[config.mk]
export PLATFORM = sky130hd
export DESIGN_NAME = steering_input_map_scaling
export DESIGN_NICKNAME = d
export VERILOG_FILES = /design/src/core/steering_input_map_scaling.v
export VERILOG_INCLUDE_DIRS = /design/src /design/src/core
export SDC_FILE = /design/constraint.sdc
export NUM_CORES = 2
export LEC_CHECK = 0
export BUFFER_PORTS_ARGS = -buffer_cell sky130_fd_sc_hd__buf_2
export CAP_MARGIN = 20
export CORE_ASPECT_RATIO = 1.4
export CORE_UTILIZATION = 32
export CTS_CLUSTER_DIAMETER = 80
export DETAILED_ROUTE_END_ITERATION = 8
export PLACE_DENSITY = 0.56
export REMOVE_ABC_BUFFERS = 1
export SYNTH_ARGS = -nofsm -noshare
export SYNTH_HDL_FRONTEND = slang
export SYNTH_SLANG_ARGS = --single-unit
[constraint.sdc]
create_clock -name clk_i -period 109.2 [get_ports clk_i]
set_input_delay 0 -clock clk_i [delete_from_list [all_inputs] [get_ports clk_i]]
set_output_delay 0 -clock clk_i [all_outputs]
set_load 0.03 [all_outputs]
[src/core/steering_input_regs.vh]
`ifndef STEERING_INPUT_REGS_VH
`define STEERING_INPUT_REGS_VH
// Register byte offsets, one 32-bit word each.
`define A_MAP_WHEEL 8'h00
`define A_MAP_HIGH 8'h04
`define A_MAP_LOW 8'h08
`define A_MAP_POS 8'h0c
`define A_MAP_SETPT 8'h10
`define A_MAP_REDUND 8'h14
`define A_MAP_SPEED 8'h18
`define A_MAP_BACKUP 8'h1c
`define A_SPEED_ID 8'h20
`define A_DEACT 8'h24
`define A_COMP_EN 8'h28
`define A_CH1_CURVE 8'h30
`define A_CH2_CURVE 8'h34
`define A_CAL_BASE 8'h40
`define A_COMMIT 8'h80
`define A_STATUS 8'h84
`define A_CH1_AVG 8'h88
`define A_CH2_AVG 8'h8c
`define A_CH1_SCALED 8'h90
`define A_CH2_SCALED 8'h94
`define A_MISMATCH_TOL 8'h98
// Mapping codes.
`define MAP_NONE 8'h00
`define MAP_CH1 8'h01
`define MAP_CH2 8'h02
`define MAP_CAN 8'h04
`define MAP_PRESENT 8'hff
`define CURVE_LINEAR 8'hff
`define CURVE_FIVE 8'h00
// CAN message kinds presented on can_kind_i.
`define K_WHEEL 3'h0
`define K_HIGH 3'h1
`define K_LOW 3'h2
`define K_POS 3'h3
`define K_SETPT 3'h4
`define K_REDUND 3'h5
`define K_SPEED 3'h6
// Sample codes.
`define CODE_MAX 10'h3ff
`define FAULT_LO 10'd20
`define FAULT_HI 10'd967
`define CAL_LO 10'd30
`define CAL_HI 10'd957
`define CAL_RST_L 10'd100
`define CAL_RST_HL 10'd300
`define CAL_RST_N 10'd500
`define CAL_RST_HR 10'd700
`define CAL_RST_R 10'd900
`define TOL_RST 10'd20
// Supply in hundredths of a volt.
`define VEXT_NOM 10'd500
`define VEXT_MIN 10'd480
`define VEXT_MAX 10'd520
// Calculation domain ends.
`define DOM_FULL 12'sd1000
`define DOM_HALF 12'sd500
// Timing.
`define AVG_TAPS 3'd5
`define WINDOW_MS 5
`define CLK_KHZ 100000
`define DIV5_MUL 14'd13108
`endif

[src/core/steering_input_map_scaling.v]
// Functional notes
// - All inputs reset unmapped; unmapped inputs ignore CAN messages and pin samples.
// - Steering wheel angle mapping: 0 absent, 255 present on CAN.
// - Second and third priority devices: 0 absent, 1 channel one, 2 two, 4 CAN.
// - Primary wheel position mapping uses the same 0/1/2/4 encoding.
// - External set-point controller and vehicle speed: 0 absent, 255 on CAN.
// - Redundant wheel sensor: 0 absent, 255 present on primary's interface type.
// - Backup unit mapping only enables conflict monitoring, never a steering source.
// - Deactivate command silences the second or third priority device or the set-point controller.
// - Each analogue channel yields an unsigned code 0 to 1023.
// - Running average of 5 samples taken within each 5 ms.
// - Redundant sensor on both channels: compare the two scaled values.
// - Mapped channel sample outside 20..967 flags a short.
// - Out-of-range signal trips the signal validation monitor output.
// - Curve select per channel: 255 three-point linear, 0 five-point.
// - Three points default 100/500/900, each limited to 30..957.
// - Five-point adds half points, default 300 and 700.
// - Non-monotonic calibration sets are refused.
// - With compensation on, range check uses supply-compensated sample.
// - Position input on either channel; ends are end-locks, middle straight ahead.
`timescale 1ns/10ps
`include "steering_input_regs.vh"
module steering_input_map_scaling #(
    parameter [16:0] SAMPLE_CYCLES = (`WINDOW_MS * `CLK_KHZ) / 5
) (
    input wire clk_i,
    input wire rst_i,
    input wire wb_cyc_i,
    input wire wb_stb_i,
    input wire wb_we_i,
    input wire [7:0] wb_adr_i,
    input wire [3:0] wb_sel_i,
    input wire [31:0] wb_dat_i,
    output reg [31:0] wb_dat_o,
    output reg wb_ack_o,
    input wire [9:0] adc_ch1_i,
    input wire [9:0] adc_ch2_i,
    input wire [9:0] vext_i,
    input wire can_valid_i,
    input wire [2:0] can_kind_i,
    input wire [7:0] can_src_i,
    output reg can_accept_o,
    output reg backup_monitor_o,
    output reg signal_fault_o,
    output reg mismatch_o,
    output reg [11:0] scaled_ch1_o,
    output reg [11:0] scaled_ch2_o
);

////////////////////////////////////////////////////////////////////////////////
reg [7:0] map_wheel_r, map_high_r, map_low_r, map_pos_r;
reg [7:0] map_setpt_r, map_redund_r, map_speed_r, map_backup_r;
reg [7:0] speed_id_r;
reg [2:0] deact_r;
reg [1:0] comp_en_r;
reg [7:0] curve_r [0:1];
reg [7:0] sh_curve_r [0:1];
reg [9:0] cal_r [0:9];
reg [9:0] sh_r [0:9];
reg [1:0] refused_r;
reg [9:0] tol_r;
reg [16:0] div_r;
reg tick_r;
wire [1:0] cal_ok;
wire [1:0] ch_used;
wire [1:0] range_bad;
wire [9:0] avg_w [0:1];
wire signed [11:0] scl_w [0:1];
wire wr = wb_cyc_i & wb_stb_i & wb_we_i & ~wb_ack_o & wb_sel_i[0];
wire rd_req = wb_cyc_i & wb_stb_i & ~wb_ack_o;
wire [2:0] cal_k = wb_adr_i[4:2];
wire cal_hit = (wb_adr_i[7:6] == 2'b01) & (cal_k < 3'd5);
wire [3:0] cal_i = {3'b000, wb_adr_i[5]} * 4'd5 + {1'b0, cal_k};
wire pos_ana = (map_pos_r == `MAP_CH1) | (map_pos_r == `MAP_CH2);
wire redund_on = (map_redund_r == `MAP_PRESENT);

// Legal mapping codes; anything else leaves the register unchanged.
function legal4;
    input [7:0] v;
    begin
        legal4 = (v == `MAP_NONE) | (v == `MAP_CH1) | (v == `MAP_CH2) | (v == `MAP_CAN);
    end
endfunction
function legal255;
    input [7:0] v;
    begin
        legal255 = (v == `MAP_NONE) | (v == `MAP_PRESENT);
    end
endfunction

////////////////////////////////////////////////////////////////////////////////
// Sample tick: five samples land inside every window.
always @(posedge clk_i)
begin
    if (rst_i)
    begin
        div_r <= 17'h00000;
        tick_r <= 1'b0;
    end
    else if (div_r == SAMPLE_CYCLES - 17'h00001)
    begin
        div_r <= 17'h00000;
        tick_r <= 1'b1;
    end
    else
    begin
        div_r <= div_r + 17'h00001;
        tick_r <= 1'b0;
    end
end

////////////////////////////////////////////////////////////////////////////////
// Register writes. Calibration lands in a shadow set and only moves
// to the live set on a commit that passes the checks, so the scaling
// never sees a half-written curve.
integer i;
always @(posedge clk_i)
begin
    if (rst_i)
    begin
        map_wheel_r <= `MAP_NONE;
        map_high_r <= `MAP_NONE;
        map_low_r <= `MAP_NONE;
        map_pos_r <= `MAP_NONE;
        map_setpt_r <= `MAP_NONE;
        map_redund_r <= `MAP_NONE;
        map_speed_r <= `MAP_NONE;
        map_backup_r <= `MAP_NONE;
        speed_id_r <= 8'h00;
        deact_r <= 3'h0;
        comp_en_r <= 2'h0;
        refused_r <= 2'h0;
        tol_r <= `TOL_RST;
        for (i = 0; i < 2; i = i + 1)
        begin
            curve_r[i] <= `CURVE_LINEAR;
            sh_curve_r[i] <= `CURVE_LINEAR;
            cal_r[i*5] <= `CAL_RST_L;
            cal_r[i*5+1] <= `CAL_RST_HL;
            cal_r[i*5+2] <= `CAL_RST_N;
            cal_r[i*5+3] <= `CAL_RST_HR;
            cal_r[i*5+4] <= `CAL_RST_R;
            sh_r[i*5] <= `CAL_RST_L;
            sh_r[i*5+1] <= `CAL_RST_HL;
            sh_r[i*5+2] <= `CAL_RST_N;
            sh_r[i*5+3] <= `CAL_RST_HR;
            sh_r[i*5+4] <= `CAL_RST_R;
        end
    end
    else if (wr)
    begin
        if (wb_adr_i == `A_MAP_WHEEL)
        begin
            if (legal255(wb_dat_i[7:0]))
                map_wheel_r <= wb_dat_i[7:0];
        end
        else if (wb_adr_i == `A_MAP_HIGH)
        begin
            if (legal4(wb_dat_i[7:0]))
                map_high_r <= wb_dat_i[7:0];
        end
        else if (wb_adr_i == `A_MAP_LOW)
        begin
            if (legal4(wb_dat_i[7:0]))
                map_low_r <= wb_dat_i[7:0];
        end
        else if (wb_adr_i == `A_MAP_POS)
        begin
            if (legal4(wb_dat_i[7:0]))
                map_pos_r <= wb_dat_i[7:0];
        end
        else if (wb_adr_i == `A_MAP_SETPT)
        begin
            if (legal255(wb_dat_i[7:0]))
                map_setpt_r <= wb_dat_i[7:0];
        end
        else if (wb_adr_i == `A_MAP_REDUND)
        begin
            if (legal255(wb_dat_i[7:0]))
                map_redund_r <= wb_dat_i[7:0];
        end
        else if (wb_adr_i == `A_MAP_SPEED)
        begin
            if (legal255(wb_dat_i[7:0]))
                map_speed_r <= wb_dat_i[7:0];
        end
        else if (wb_adr_i == `A_MAP_BACKUP)
        begin
            if (legal255(wb_dat_i[7:0]))
                map_backup_r <= wb_dat_i[7:0];
        end
        else if (wb_adr_i == `A_SPEED_ID)
            speed_id_r <= wb_dat_i[7:0];
        else if (wb_adr_i == `A_DEACT)
            deact_r <= wb_dat_i[2:0];
        else if (wb_adr_i == `A_COMP_EN)
            comp_en_r <= wb_dat_i[1:0];
        else if (wb_adr_i == `A_MISMATCH_TOL)
            tol_r <= wb_dat_i[9:0];
        else if (wb_adr_i == `A_CH1_CURVE || wb_adr_i == `A_CH2_CURVE)
        begin
            if (wb_dat_i[7:0] == `CURVE_LINEAR || wb_dat_i[7:0] == `CURVE_FIVE)
                sh_curve_r[wb_adr_i[2]] <= wb_dat_i[7:0];
        end
        else if (cal_hit)
            sh_r[cal_i] <= wb_dat_i[9:0];
        else if (wb_adr_i == `A_COMMIT)
        begin
            for (i = 0; i < 2; i = i + 1)
            begin
                if (wb_dat_i[i] && cal_ok[i])
                begin
                    curve_r[i] <= sh_curve_r[i];
                    cal_r[i*5] <= sh_r[i*5];
                    cal_r[i*5+1] <= sh_r[i*5+1];
                    cal_r[i*5+2] <= sh_r[i*5+2];
                    cal_r[i*5+3] <= sh_r[i*5+3];
                    cal_r[i*5+4] <= sh_r[i*5+4];
                    refused_r[i] <= 1'b0;
                end
                else if (wb_dat_i[i])
                    refused_r[i] <= 1'b1;
            end
        end
    end
end

////////////////////////////////////////////////////////////////////////////////
// Per-channel acquisition, range check and scaling.
genvar c;
generate
    for (c = 0; c < 2; c = c + 1)
    begin : g_ch
        wire [9:0] raw = (c == 0) ? adc_ch1_i : adc_ch2_i;
        wire [9:0] vx = (vext_i < `VEXT_MIN) ? `VEXT_MIN :
            (vext_i > `VEXT_MAX) ? `VEXT_MAX : vext_i;
        wire [19:0] cmp_full = ({10'h000, raw} * {10'h000, `VEXT_NOM}) / {10'h000, vx};
        wire [9:0] cmp = (cmp_full > {10'h000, `CODE_MAX}) ? `CODE_MAX : cmp_full[9:0];
        wire [9:0] smp = comp_en_r[c] ? cmp : raw;
        reg [9:0] hist_r [0:4];
        reg [2:0] fill_r;
        reg [9:0] avg_r;
        reg bad_r;
        wire [12:0] sum = {3'b000, hist_r[0]} + {3'b000, hist_r[1]}
            + {3'b000, hist_r[2]} + {3'b000, hist_r[3]} + {3'b000, hist_r[4]};
        wire [26:0] prod = sum * `DIV5_MUL;
        // A channel is live only while something mapped and active owns it.
        wire [7:0] me = (c == 0) ? `MAP_CH1 : `MAP_CH2;
        assign ch_used[c] = ((map_high_r == me) & ~deact_r[0])
            | ((map_low_r == me) & ~deact_r[1]) | (map_pos_r == me)
            | (redund_on & pos_ana & (map_pos_r != me));
        integer j;
        always @(posedge clk_i)
        begin
            if (rst_i || !ch_used[c])
            begin
                fill_r <= 3'h0;
                avg_r <= 10'h000;
                bad_r <= 1'b0;
                for (j = 0; j < 5; j = j + 1)
                    hist_r[j] <= 10'h000;
            end
            else if (tick_r)
            begin
                for (j = 4; j > 0; j = j - 1)
                    hist_r[j] <= hist_r[j-1];
                hist_r[0] <= smp;
                if (fill_r != `AVG_TAPS)
                    fill_r <= fill_r + 3'h1;
                bad_r <= (smp < `FAULT_LO) | (smp > `FAULT_HI);
            end
            else if (fill_r == `AVG_TAPS)
                avg_r <= prod[25:16];
        end
        assign avg_w[c] = avg_r;
        assign range_bad[c] = bad_r;

        // Commit check on the shadow points: range limits and strict order.
        wire [9:0] s0 = sh_r[c*5];
        wire [9:0] s1 = sh_r[c*5+1];
        wire [9:0] s2 = sh_r[c*5+2];
        wire [9:0] s3 = sh_r[c*5+3];
        wire [9:0] s4 = sh_r[c*5+4];
        wire lin_s = (sh_curve_r[c] == `CURVE_LINEAR);
        wire in_rng = (s0 >= `CAL_LO) & (s0 <= `CAL_HI) & (s2 >= `CAL_LO)
            & (s2 <= `CAL_HI) & (s4 >= `CAL_LO) & (s4 <= `CAL_HI)
            & (lin_s | ((s1 >= `CAL_LO) & (s1 <= `CAL_HI)
            & (s3 >= `CAL_LO) & (s3 <= `CAL_HI)));
        wire up = lin_s ? ((s0 < s2) & (s2 < s4))
            : ((s0 < s1) & (s1 < s2) & (s2 < s3) & (s3 < s4));
        wire dn = lin_s ? ((s0 > s2) & (s2 > s4))
            : ((s0 > s1) & (s1 > s2) & (s2 > s3) & (s3 > s4));
        assign cal_ok[c] = in_rng & (up | dn);

        // Piecewise interpolation between neighbouring live points.
        wire signed [11:0] x = {2'b00, avg_r};
        wire signed [11:0] p0 = {2'b00, cal_r[c*5]};
        wire signed [11:0] p1 = {2'b00, cal_r[c*5+1]};
        wire signed [11:0] p2 = {2'b00, cal_r[c*5+2]};
        wire signed [11:0] p3 = {2'b00, cal_r[c*5+3]};
        wire signed [11:0] p4 = {2'b00, cal_r[c*5+4]};
        wire inc = (p4 > p0);
        wire lin = (curve_r[c] == `CURVE_LINEAR);
        reg signed [11:0] pa, pb, base, span;
        reg signed [11:0] out;
        reg signed [23:0] q;
        always @*
        begin
            pa = p0;
            pb = p2;
            base = -`DOM_FULL;
            span = `DOM_FULL;
            q = 24'sd0;
            if (lin)
            begin
                if (inc ? (x >= p2) : (x <= p2))
                begin
                    pa = p2;
                    pb = p4;
                    base = 12'sd0;
                end
            end
            else
            begin
                span = `DOM_HALF;
                if (inc ? (x >= p3) : (x <= p3))
                begin
                    pa = p3;
                    pb = p4;
                    base = `DOM_HALF;
                end
                else if (inc ? (x >= p2) : (x <= p2))
                begin
                    pa = p2;
                    pb = p3;
                    base = 12'sd0;
                end
                else if (inc ? (x >= p1) : (x <= p1))
                begin
                    pa = p1;
                    pb = p2;
                    base = -`DOM_HALF;
                end
                else
                begin
                    pb = p1;
                end
            end
            if (pb != pa)
                q = ((x - pa) * span) / (pb - pa);
            if (inc ? (x <= p0) : (x >= p0))
                out = -`DOM_FULL;
            else if (inc ? (x >= p4) : (x <= p4))
                out = `DOM_FULL;
            else
                out = base + q[11:0];
        end
        assign scl_w[c] = out;
    end
endgenerate

////////////////////////////////////////////////////////////////////////////////
// Monitors, CAN gating and outputs. All outputs are registered.
wire signed [11:0] diff = scl_w[0] - scl_w[1];
wire [11:0] adiff = diff[11] ? (12'h000 - diff) : diff;
wire both_red = redund_on & pos_ana & (&ch_used);
reg can_ok;
always @*
begin
    can_ok = 1'b0;
    case (can_kind_i)
        `K_WHEEL: can_ok = (map_wheel_r == `MAP_PRESENT);
        `K_HIGH: can_ok = (map_high_r == `MAP_CAN) & ~deact_r[0];
        `K_LOW: can_ok = (map_low_r == `MAP_CAN) & ~deact_r[1];
        `K_POS: can_ok = (map_pos_r == `MAP_CAN);
        `K_SETPT: can_ok = (map_setpt_r == `MAP_PRESENT) & ~deact_r[2];
        `K_REDUND: can_ok = redund_on & (map_pos_r == `MAP_CAN);
        `K_SPEED: can_ok = (map_speed_r == `MAP_PRESENT) & (can_src_i == speed_id_r);
        default: can_ok = 1'b0;
    endcase
end

always @(posedge clk_i)
begin
    if (rst_i)
    begin
        can_accept_o <= 1'b0;
        backup_monitor_o <= 1'b0;
        signal_fault_o <= 1'b0;
        mismatch_o <= 1'b0;
        scaled_ch1_o <= 12'h000;
        scaled_ch2_o <= 12'h000;
    end
    else
    begin
        can_accept_o <= can_valid_i & can_ok;
        backup_monitor_o <= (map_backup_r == `MAP_PRESENT);
        signal_fault_o <= |range_bad;
        mismatch_o <= both_red & (adiff > {2'b00, tol_r});
        scaled_ch1_o <= scl_w[0];
        scaled_ch2_o <= scl_w[1];
    end
end

////////////////////////////////////////////////////////////////////////////////
// Wishbone classic slave: ack one cycle after the request, one cycle long.
// Unmapped addresses read zero and ignore writes but still acknowledge.
always @(posedge clk_i)
begin
    if (rst_i)
    begin
        wb_ack_o <= 1'b0;
        wb_dat_o <= 32'h00000000;
    end
    else
    begin
        wb_ack_o <= rd_req;
        wb_dat_o <= 32'h00000000;
        if (!rd_req)
            wb_dat_o <= 32'h00000000;
        else if (wb_adr_i == `A_MAP_WHEEL)
            wb_dat_o[7:0] <= map_wheel_r;
        else if (wb_adr_i == `A_MAP_HIGH)
            wb_dat_o[7:0] <= map_high_r;
        else if (wb_adr_i == `A_MAP_LOW)
            wb_dat_o[7:0] <= map_low_r;
        else if (wb_adr_i == `A_MAP_POS)
            wb_dat_o[7:0] <= map_pos_r;
        else if (wb_adr_i == `A_MAP_SETPT)
            wb_dat_o[7:0] <= map_setpt_r;
        else if (wb_adr_i == `A_MAP_REDUND)
            wb_dat_o[7:0] <= map_redund_r;
        else if (wb_adr_i == `A_MAP_SPEED)
            wb_dat_o[7:0] <= map_speed_r;
        else if (wb_adr_i == `A_MAP_BACKUP)
            wb_dat_o[7:0] <= map_backup_r;
        else if (wb_adr_i == `A_SPEED_ID)
            wb_dat_o[7:0] <= speed_id_r;
        else if (wb_adr_i == `A_DEACT)
            wb_dat_o[2:0] <= deact_r;
        else if (wb_adr_i == `A_COMP_EN)
            wb_dat_o[1:0] <= comp_en_r;
        else if (wb_adr_i == `A_MISMATCH_TOL)
            wb_dat_o[9:0] <= tol_r;
        else if (wb_adr_i == `A_CH1_CURVE || wb_adr_i == `A_CH2_CURVE)
            wb_dat_o[7:0] <= curve_r[wb_adr_i[2]];
        else if (cal_hit)
            wb_dat_o[9:0] <= cal_r[cal_i];
        else if (wb_adr_i == `A_STATUS)
            wb_dat_o[5:0] <= {mismatch_o, signal_fault_o, refused_r, range_bad};
        else if (wb_adr_i == `A_CH1_AVG)
            wb_dat_o[9:0] <= avg_w[0];
        else if (wb_adr_i == `A_CH2_AVG)
            wb_dat_o[9:0] <= avg_w[1];
        else if (wb_adr_i == `A_CH1_SCALED)
            wb_dat_o <= {{20{scl_w[0][11]}}, scl_w[0]};
        else if (wb_adr_i == `A_CH2_SCALED)
            wb_dat_o <= {{20{scl_w[1][11]}}, scl_w[1]};
    end
end

endmodule // steering_input_map_scaling

== After elaboration in Yosys (flattened, before gate mapping) ==
Memories as Yosys holds them, arrays and structs flattened.
Cells that the tools add are included.
Widths: inputs -> output; s select.

* Register bits: 196
* Memory bits (writable): 332
* Bits of input ports: 91
* Output and inout bits: 61
* Logic and storage cells: 587
* Memories: 6

* $add $sub $neg: 20
* Multiply operators: 7
* Div/mod/pow operators: 4
* $lt $le $gt $ge: 76
* Eq/ne operators: 58
* Multiplexer cells: 229
* Bitwise operators: 116
* Reductions and logical operators: 39

{| class="wikitable"
|+ Memory list
! name !! words !! width !! read ports !! clocked after Yosys merged registers in !! wr ports !! line !! source
|-
| cal_r || 10 || 10 || 11 || 0 || 10 || steering_input_map_scaling.v:58 || <nowiki>reg [9:0] cal_r [0:9];</nowiki>
|-
| sh_r || 10 || 10 || 10 || 0 || 10 || steering_input_map_scaling.v:59 || <nowiki>reg [9:0] sh_r [0:9];</nowiki>
|-
| g_ch[0].hist_r || 5 || 10 || 5 || 0 || 5 || steering_input_map_scaling.v:240 || <nowiki>reg [9:0] hist_r [0:4];</nowiki>
|-
| g_ch[1].hist_r || 5 || 10 || 5 || 0 || 5 || steering_input_map_scaling.v:240 ||
|-
| curve_r || 2 || 8 || 3 || 0 || 2 || steering_input_map_scaling.v:56 || <nowiki>reg [7:0] curve_r [0:1];</nowiki>
|-
| sh_curve_r || 2 || 8 || 2 || 0 || 2 || steering_input_map_scaling.v:57 || <nowiki>reg [7:0] sh_curve_r [0:1];</nowiki>
|}

{| class="wikitable"
|+ Operator list
! kind !! number
|-
| $mux 10 || 68
|-
| $mux 24 || 15
|-
| $mux 12 || 15
|-
| $gt 10x10->1 || 14
|-
| $eq 8x8->1 const B || 17
|-
| $lt 10x10->1 || 12
|-
| $mux 1 || 105
|-
| $mux 8 || 13
|-
| $ge 10x10->1 || 10
|-
| $ge 10x5->1 const B || 10
|-
| $le 10x10->1 || 10
|-
| $le 10x10->1 const B || 10
|-
| $mux 22 || 3
|-
| $mux 32 || 2
|-
| $and 1x1->1 || 57
|-
| $div 24x24->24 || 2
|-
| $mul 13x11->24 || 2
|-
| $mul 13x12->24 const B || 2
|-
| $div 19x10->20 || 2
|-
| $eq 8x3->1 const B || 5
|-
| $eq 8x6->1 const B || 5
|-
| $gt 20x10->1 const B || 2
|-
| $or 1x1->1 || 39
|-
| $mul 10x7->17 const B || 2
|-
| other kinds (64) || 127
|}

== Logic depth before layout (Yosys ltp) ==
An unclocked memory read counts as a cell.

* Word-level depth: 60
* Mapped depth: 453
* Depth with buffers taken out: 436

== Worst setup path after synthesis ==
Ideal clock, no wire load.

* Path kind: reg-to-reg
* Start: memory cal_r[9][3]
* End: register mismatch_o
* Library setup time: 0.135 ns
* Arrival: 78.482 ns
* Required time: 109.065 ns
* Setup slack: 30.583 ns
* Stages on the path, launching flop included: 435
* Buffers on the path: 22
* Clock period less this slack: 78.617 ns
* Cells stage by stage: edfxtp_1 ha_1 a21o_1 a21oi_1 o221ai_1 a221oi_1 nor2_2 xor2_1 a21oi_1 clkbuf_1 a211oi_1 a21oi_1 a21oi_1 ha_1 inv_1 o21bai_1 a21oi_1 o21bai_1 [... 399 more ...] o31a_1 a41o_1 nand2_1 xnor2_1 xnor2_1 clkbuf_1 o21ai_0 xnor2_1 ha_1 a21o_1 a21o_1 a21oi_1 o21ai_0 a21o_1 a21oi_1 nor2_1 nor3b_1 a211oi_1

{| class="wikitable"
|+ RTL lines
! what !! line !! source
|-
| start: declaration || steering_input_map_scaling.v:58 ||
|-
| end signal: assignment || steering_input_map_scaling.v:399 || <nowiki>mismatch_o <= both_red & (adiff > {2'b00, tol_r});</nowiki>
|-
| end: declaration || steering_input_map_scaling.v:45 || <nowiki>output reg mismatch_o,</nowiki>
|}

==> reports/results.tsv <==
stage	metric	value	unit
run_status	outcome	complete, no violations	
cells_and_area	layout_commonest_cell	ha_1	
critical_path	critPathSlowestCell	a211oi_1	
cells_and_area	final_cell_mix	ha_1 (1602), nor2_1 (1011), nand2_1 (827), inv_1 (764), a21oi_1 (762)	
detailed_routing	postRouteWirelength	275000	um
clock_tree	cts_tree	built	
sta	min_period	93900	ps
placement	gp_congestion	0.957	
cells_and_area	layout-drive-gt1-share	7.68	%
synth	synth-edff-count	332	
sta	post-route-period-util	86.0	%
floorplanning	core.rowCount	231	
synth	yosysWarnings	0	
cells_and_area	fin_nets	13400	
detailed_routing	route.met2.wl	140000	um
synth	async_flop_share	0	%
detailed_routing	avgViaCountPerCell	5.38	
cells_and_area	fill_cells	29700	
global_routing	antenna_found_initial	14	
synth	synth_area_per_cell	8.15	um2
critical_path	critPathMostFrequentCell	o21a_1	
sta	setup_tns	0	ps
critical_path	cp-end-kind	flip-flop	
global_routing	grt_pass1_wl	436000	um
detailed_routing	drc	0	
clock_tree	cts_htree_levels	2	
synth	ys.flop_type	edfxtp_1	
synth	synthCells	11200	
floorplanning	dieArea	287000	um2
critical_path	worst_path_largest_cell_delay	760	ps
clock_tree	clk_pin_slew	60	ps
floorplanning	core_area	283000	um2
critical_path	worstPathArrival	94460	ps
cells_and_area	area_growth	9.24	%
global_routing	grt_overflow	0	
sta	layout_setup_ws	15300	ps
critical_path	crit_fanout	33	
clock_tree	postCtsSetupBuffers	0	
synth	ys_types	153	
floorplanning	ios	152	
job	drv_cap	0	
sta	rsz0062_at_grt	false	
floorplanning	die_y	634	um
sta	setup_viol	0	
synth	syn_area	91200	um2
critical_path	timing_worst_setup_path_type	flip-flop to flip-flop	
sta	worstMarginPinSlew	1070	ps
detailed_routing	highest_layer	met4	
sta	max_slew_margin	27.9	%
clock_tree	cts.sinks	508	
clock_tree	clkLatencyLatePin	740	ps
detailed_routing	num_vias	81600	
clock_tree	numCtsBuffers	59	
sta	max_clock_freq	0.0107	GHz
detailed_routing	ant_nets	0	
synth	synth-seq-cells	508	
detailed_routing	route.met3.wl	9770	um
detailed_routing	wl_met1	113000	um
global_routing	grt_max_degree	73	
hold_path	min_path_type	input port to flip-flop	
placement	numPortBuffers	126	
global_routing	grt_usage	18.9	%
placement	place_ws	15440	ps
floorplanning	die_x	453	um
placement	hpwlAfterDp	227000	um
synth	yosysSeqAreaShare	14.8	%
detailed_routing	wl_per_cell	18.1	um
sta	slew_viol_final	0	
global_routing	grt_pass1_vias	80400	
floorplanning	start_util	32.2	%
clock_tree	ctsRootBufferMaster	clkbuf_16	
clock_tree	clockBufferDepth	3	
detailed_routing	drt_iter0_markers	4487	
critical_path	cp-start-kind	flip-flop	
sta	final_hold_viol_count	0	
detailed_routing	first_pass_iters	6	
sta	clock_skew	74.3	ps
critical_path	cp.required	109770	ps
metal layers:
layer  GRT usage, %  vias to the layer above
li1               -                    41200
met1           21.9                    38300
met2           35.3                     1609
met3           1.36                      486
met4           7.70                        0
met5              0                        -
state kept, by name, summed over array words and instances (netlist names), 10 cells and up:
name	cells
sh_r	100
cal_r	100
tol_r	10
g_ch.avg_r	20
wb_dat_o	12
curve_r	16
div_r	17
g_ch.hist_r	100
scaled_ch2_o	12
sh_curve_r	16
scaled_ch1_o	12
cell families (layout without fill, tap and decap cells):
family,after synthesis,count (layout),share of synthesized area (%)
simple gates,3803,3803,20.5
compound gates,3003,3003,21.9
mux,279,279,3.62
fa+ha+maj,1929,1929,29.1
xor+xnor,549,549,5.27
flops,508,508,14.8
buf+inv,1116,1215,4.76
other cells,2,164,0.00824
layout make-up:
class	count	area, um2	share of cell area [%]
Inverter	768	2890	2.90
Multi-Input combinational cell	9725	74200	74.5
Timing Repair Buffer	338	2360	2.37
Antenna cell	2	5.00	0.00502
Sequential cell	508	13500	13.5
Tap cell	3728	4660	4.68
Clock buffer	74	1580	1.59
Clock inverter	35	415	0.417
final timing paths:
kind                                      start                       endpoint  slack, ps  depth (start not counted)
setup reg to reg      cal_r[9][3]$_SDFFCE_PN0P_          mismatch_o$_SDFF_PP0_      15300                        417
hold / removal                      wb_adr_i[5]      comp_en_r[0]$_SDFFE_PP0P_        100                          6
hold reg to reg   g_ch[1].avg_r[0]$_SDFFE_PP0P_  g_ch[1].avg_r[0]$_SDFFE_PP0P_        450                          2
setup / recovery      cal_r[9][3]$_SDFFCE_PN0P_          mismatch_o$_SDFF_PP0_      15300                        417
Yosys cell counts (21+ instances only):
| library cell | count | area share (%) |
|---|---|---|
| a21boi_0 | 45 | 0.37 |
| a31o_2 | 23 | 0.22 |
| edfxtp_1 | 332 | 11 |
| and3_1 | 69 | 0.47 |
| o21ai_1 | 21 | 0.12 |
| buf_1 | 23 | 0.095 |
| a211o_1 | 29 | 0.28 |
| o22ai_1 | 50 | 0.34 |
| a211oi_1 | 85 | 0.70 |
| nor2_1 | 1017 | 4.2 |
| o21bai_1 | 91 | 0.75 |
| nand3_1 | 199 | 1.1 |
| o21ai_0 | 512 | 2.8 |
| fa_1 | 323 | 7.1 |
| and2_1 | 193 | 1.3 |
| nand4_1 | 167 | 1.1 |
| or3_1 | 121 | 0.83 |
| a31oi_1 | 88 | 0.60 |
| a21o_1 | 246 | 2.0 |
| nand2b_1 | 162 | 1.1 |
| xor2_1 | 183 | 1.8 |
| o211ai_1 | 78 | 0.64 |
| o31ai_1 | 151 | 1.2 |
| buf_4 | 21 | 0.17 |
| mux2i_1 | 69 | 0.76 |
| nor3b_1 | 22 | 0.18 |
| inv_1 | 765 | 3.1 |
| nand3b_1 | 24 | 0.20 |
| nor3_1 | 511 | 2.8 |
| or4_1 | 23 | 0.19 |
| nor4_1 | 88 | 0.60 |
| or2_2 | 101 | 0.69 |
| mux2_2 | 184 | 2.3 |
| a21oi_1 | 764 | 4.2 |
| ha_1 | 1603 | 22 |
| o21a_1 | 486 | 4.0 |
| nor2b_1 | 167 | 1.1 |
| xnor2_1 | 366 | 3.5 |
| nand2_1 | 829 | 3.4 |
| dfxtp_1 | 176 | 3.9 |
| clkbuf_1 | 288 | 1.2 |
metrics by stage:
| step | instances | hold WS [ps] | utilization [%] | area (um2) |
|---|---|---|---|---|
| final | 15200 | 102 | 35.2 | 99600 |
| after global routing | 15200 | 125 | 35.2 | 99600 |
| after CTS | 15200 | 24.8 | 35.2 | 99600 |
| after detailed placement | 15000 | 270 | 34.3 | 97100 |
| after global placement | 15000 | 268 | 34.3 | 97100 |
| after floorplan | 11000 | 69.1 | - | 90300 |
worst max-delay path, delay by kind of cell (launching register included):
family | cells | cell delay (ps)
buf+inv | 17 | 3590
xor+xnor | 6 | 1920
mux | 7 | 2160
simple gates | 74 | 15760
flops | 1 | 560
fa+ha+maj | 35 | 10820
compound gates | 278 | 58640
timing repair:
item,in CTS,in global routing
endpoints found under the hold margin,168,0
gates resized for setup,0,0
hold buffers,50,0
endpoints found under the setup margin,0,0
Power is not shown: default switching activity piles up to over one toggle a cycle in this logic, so the estimate is an artifact.
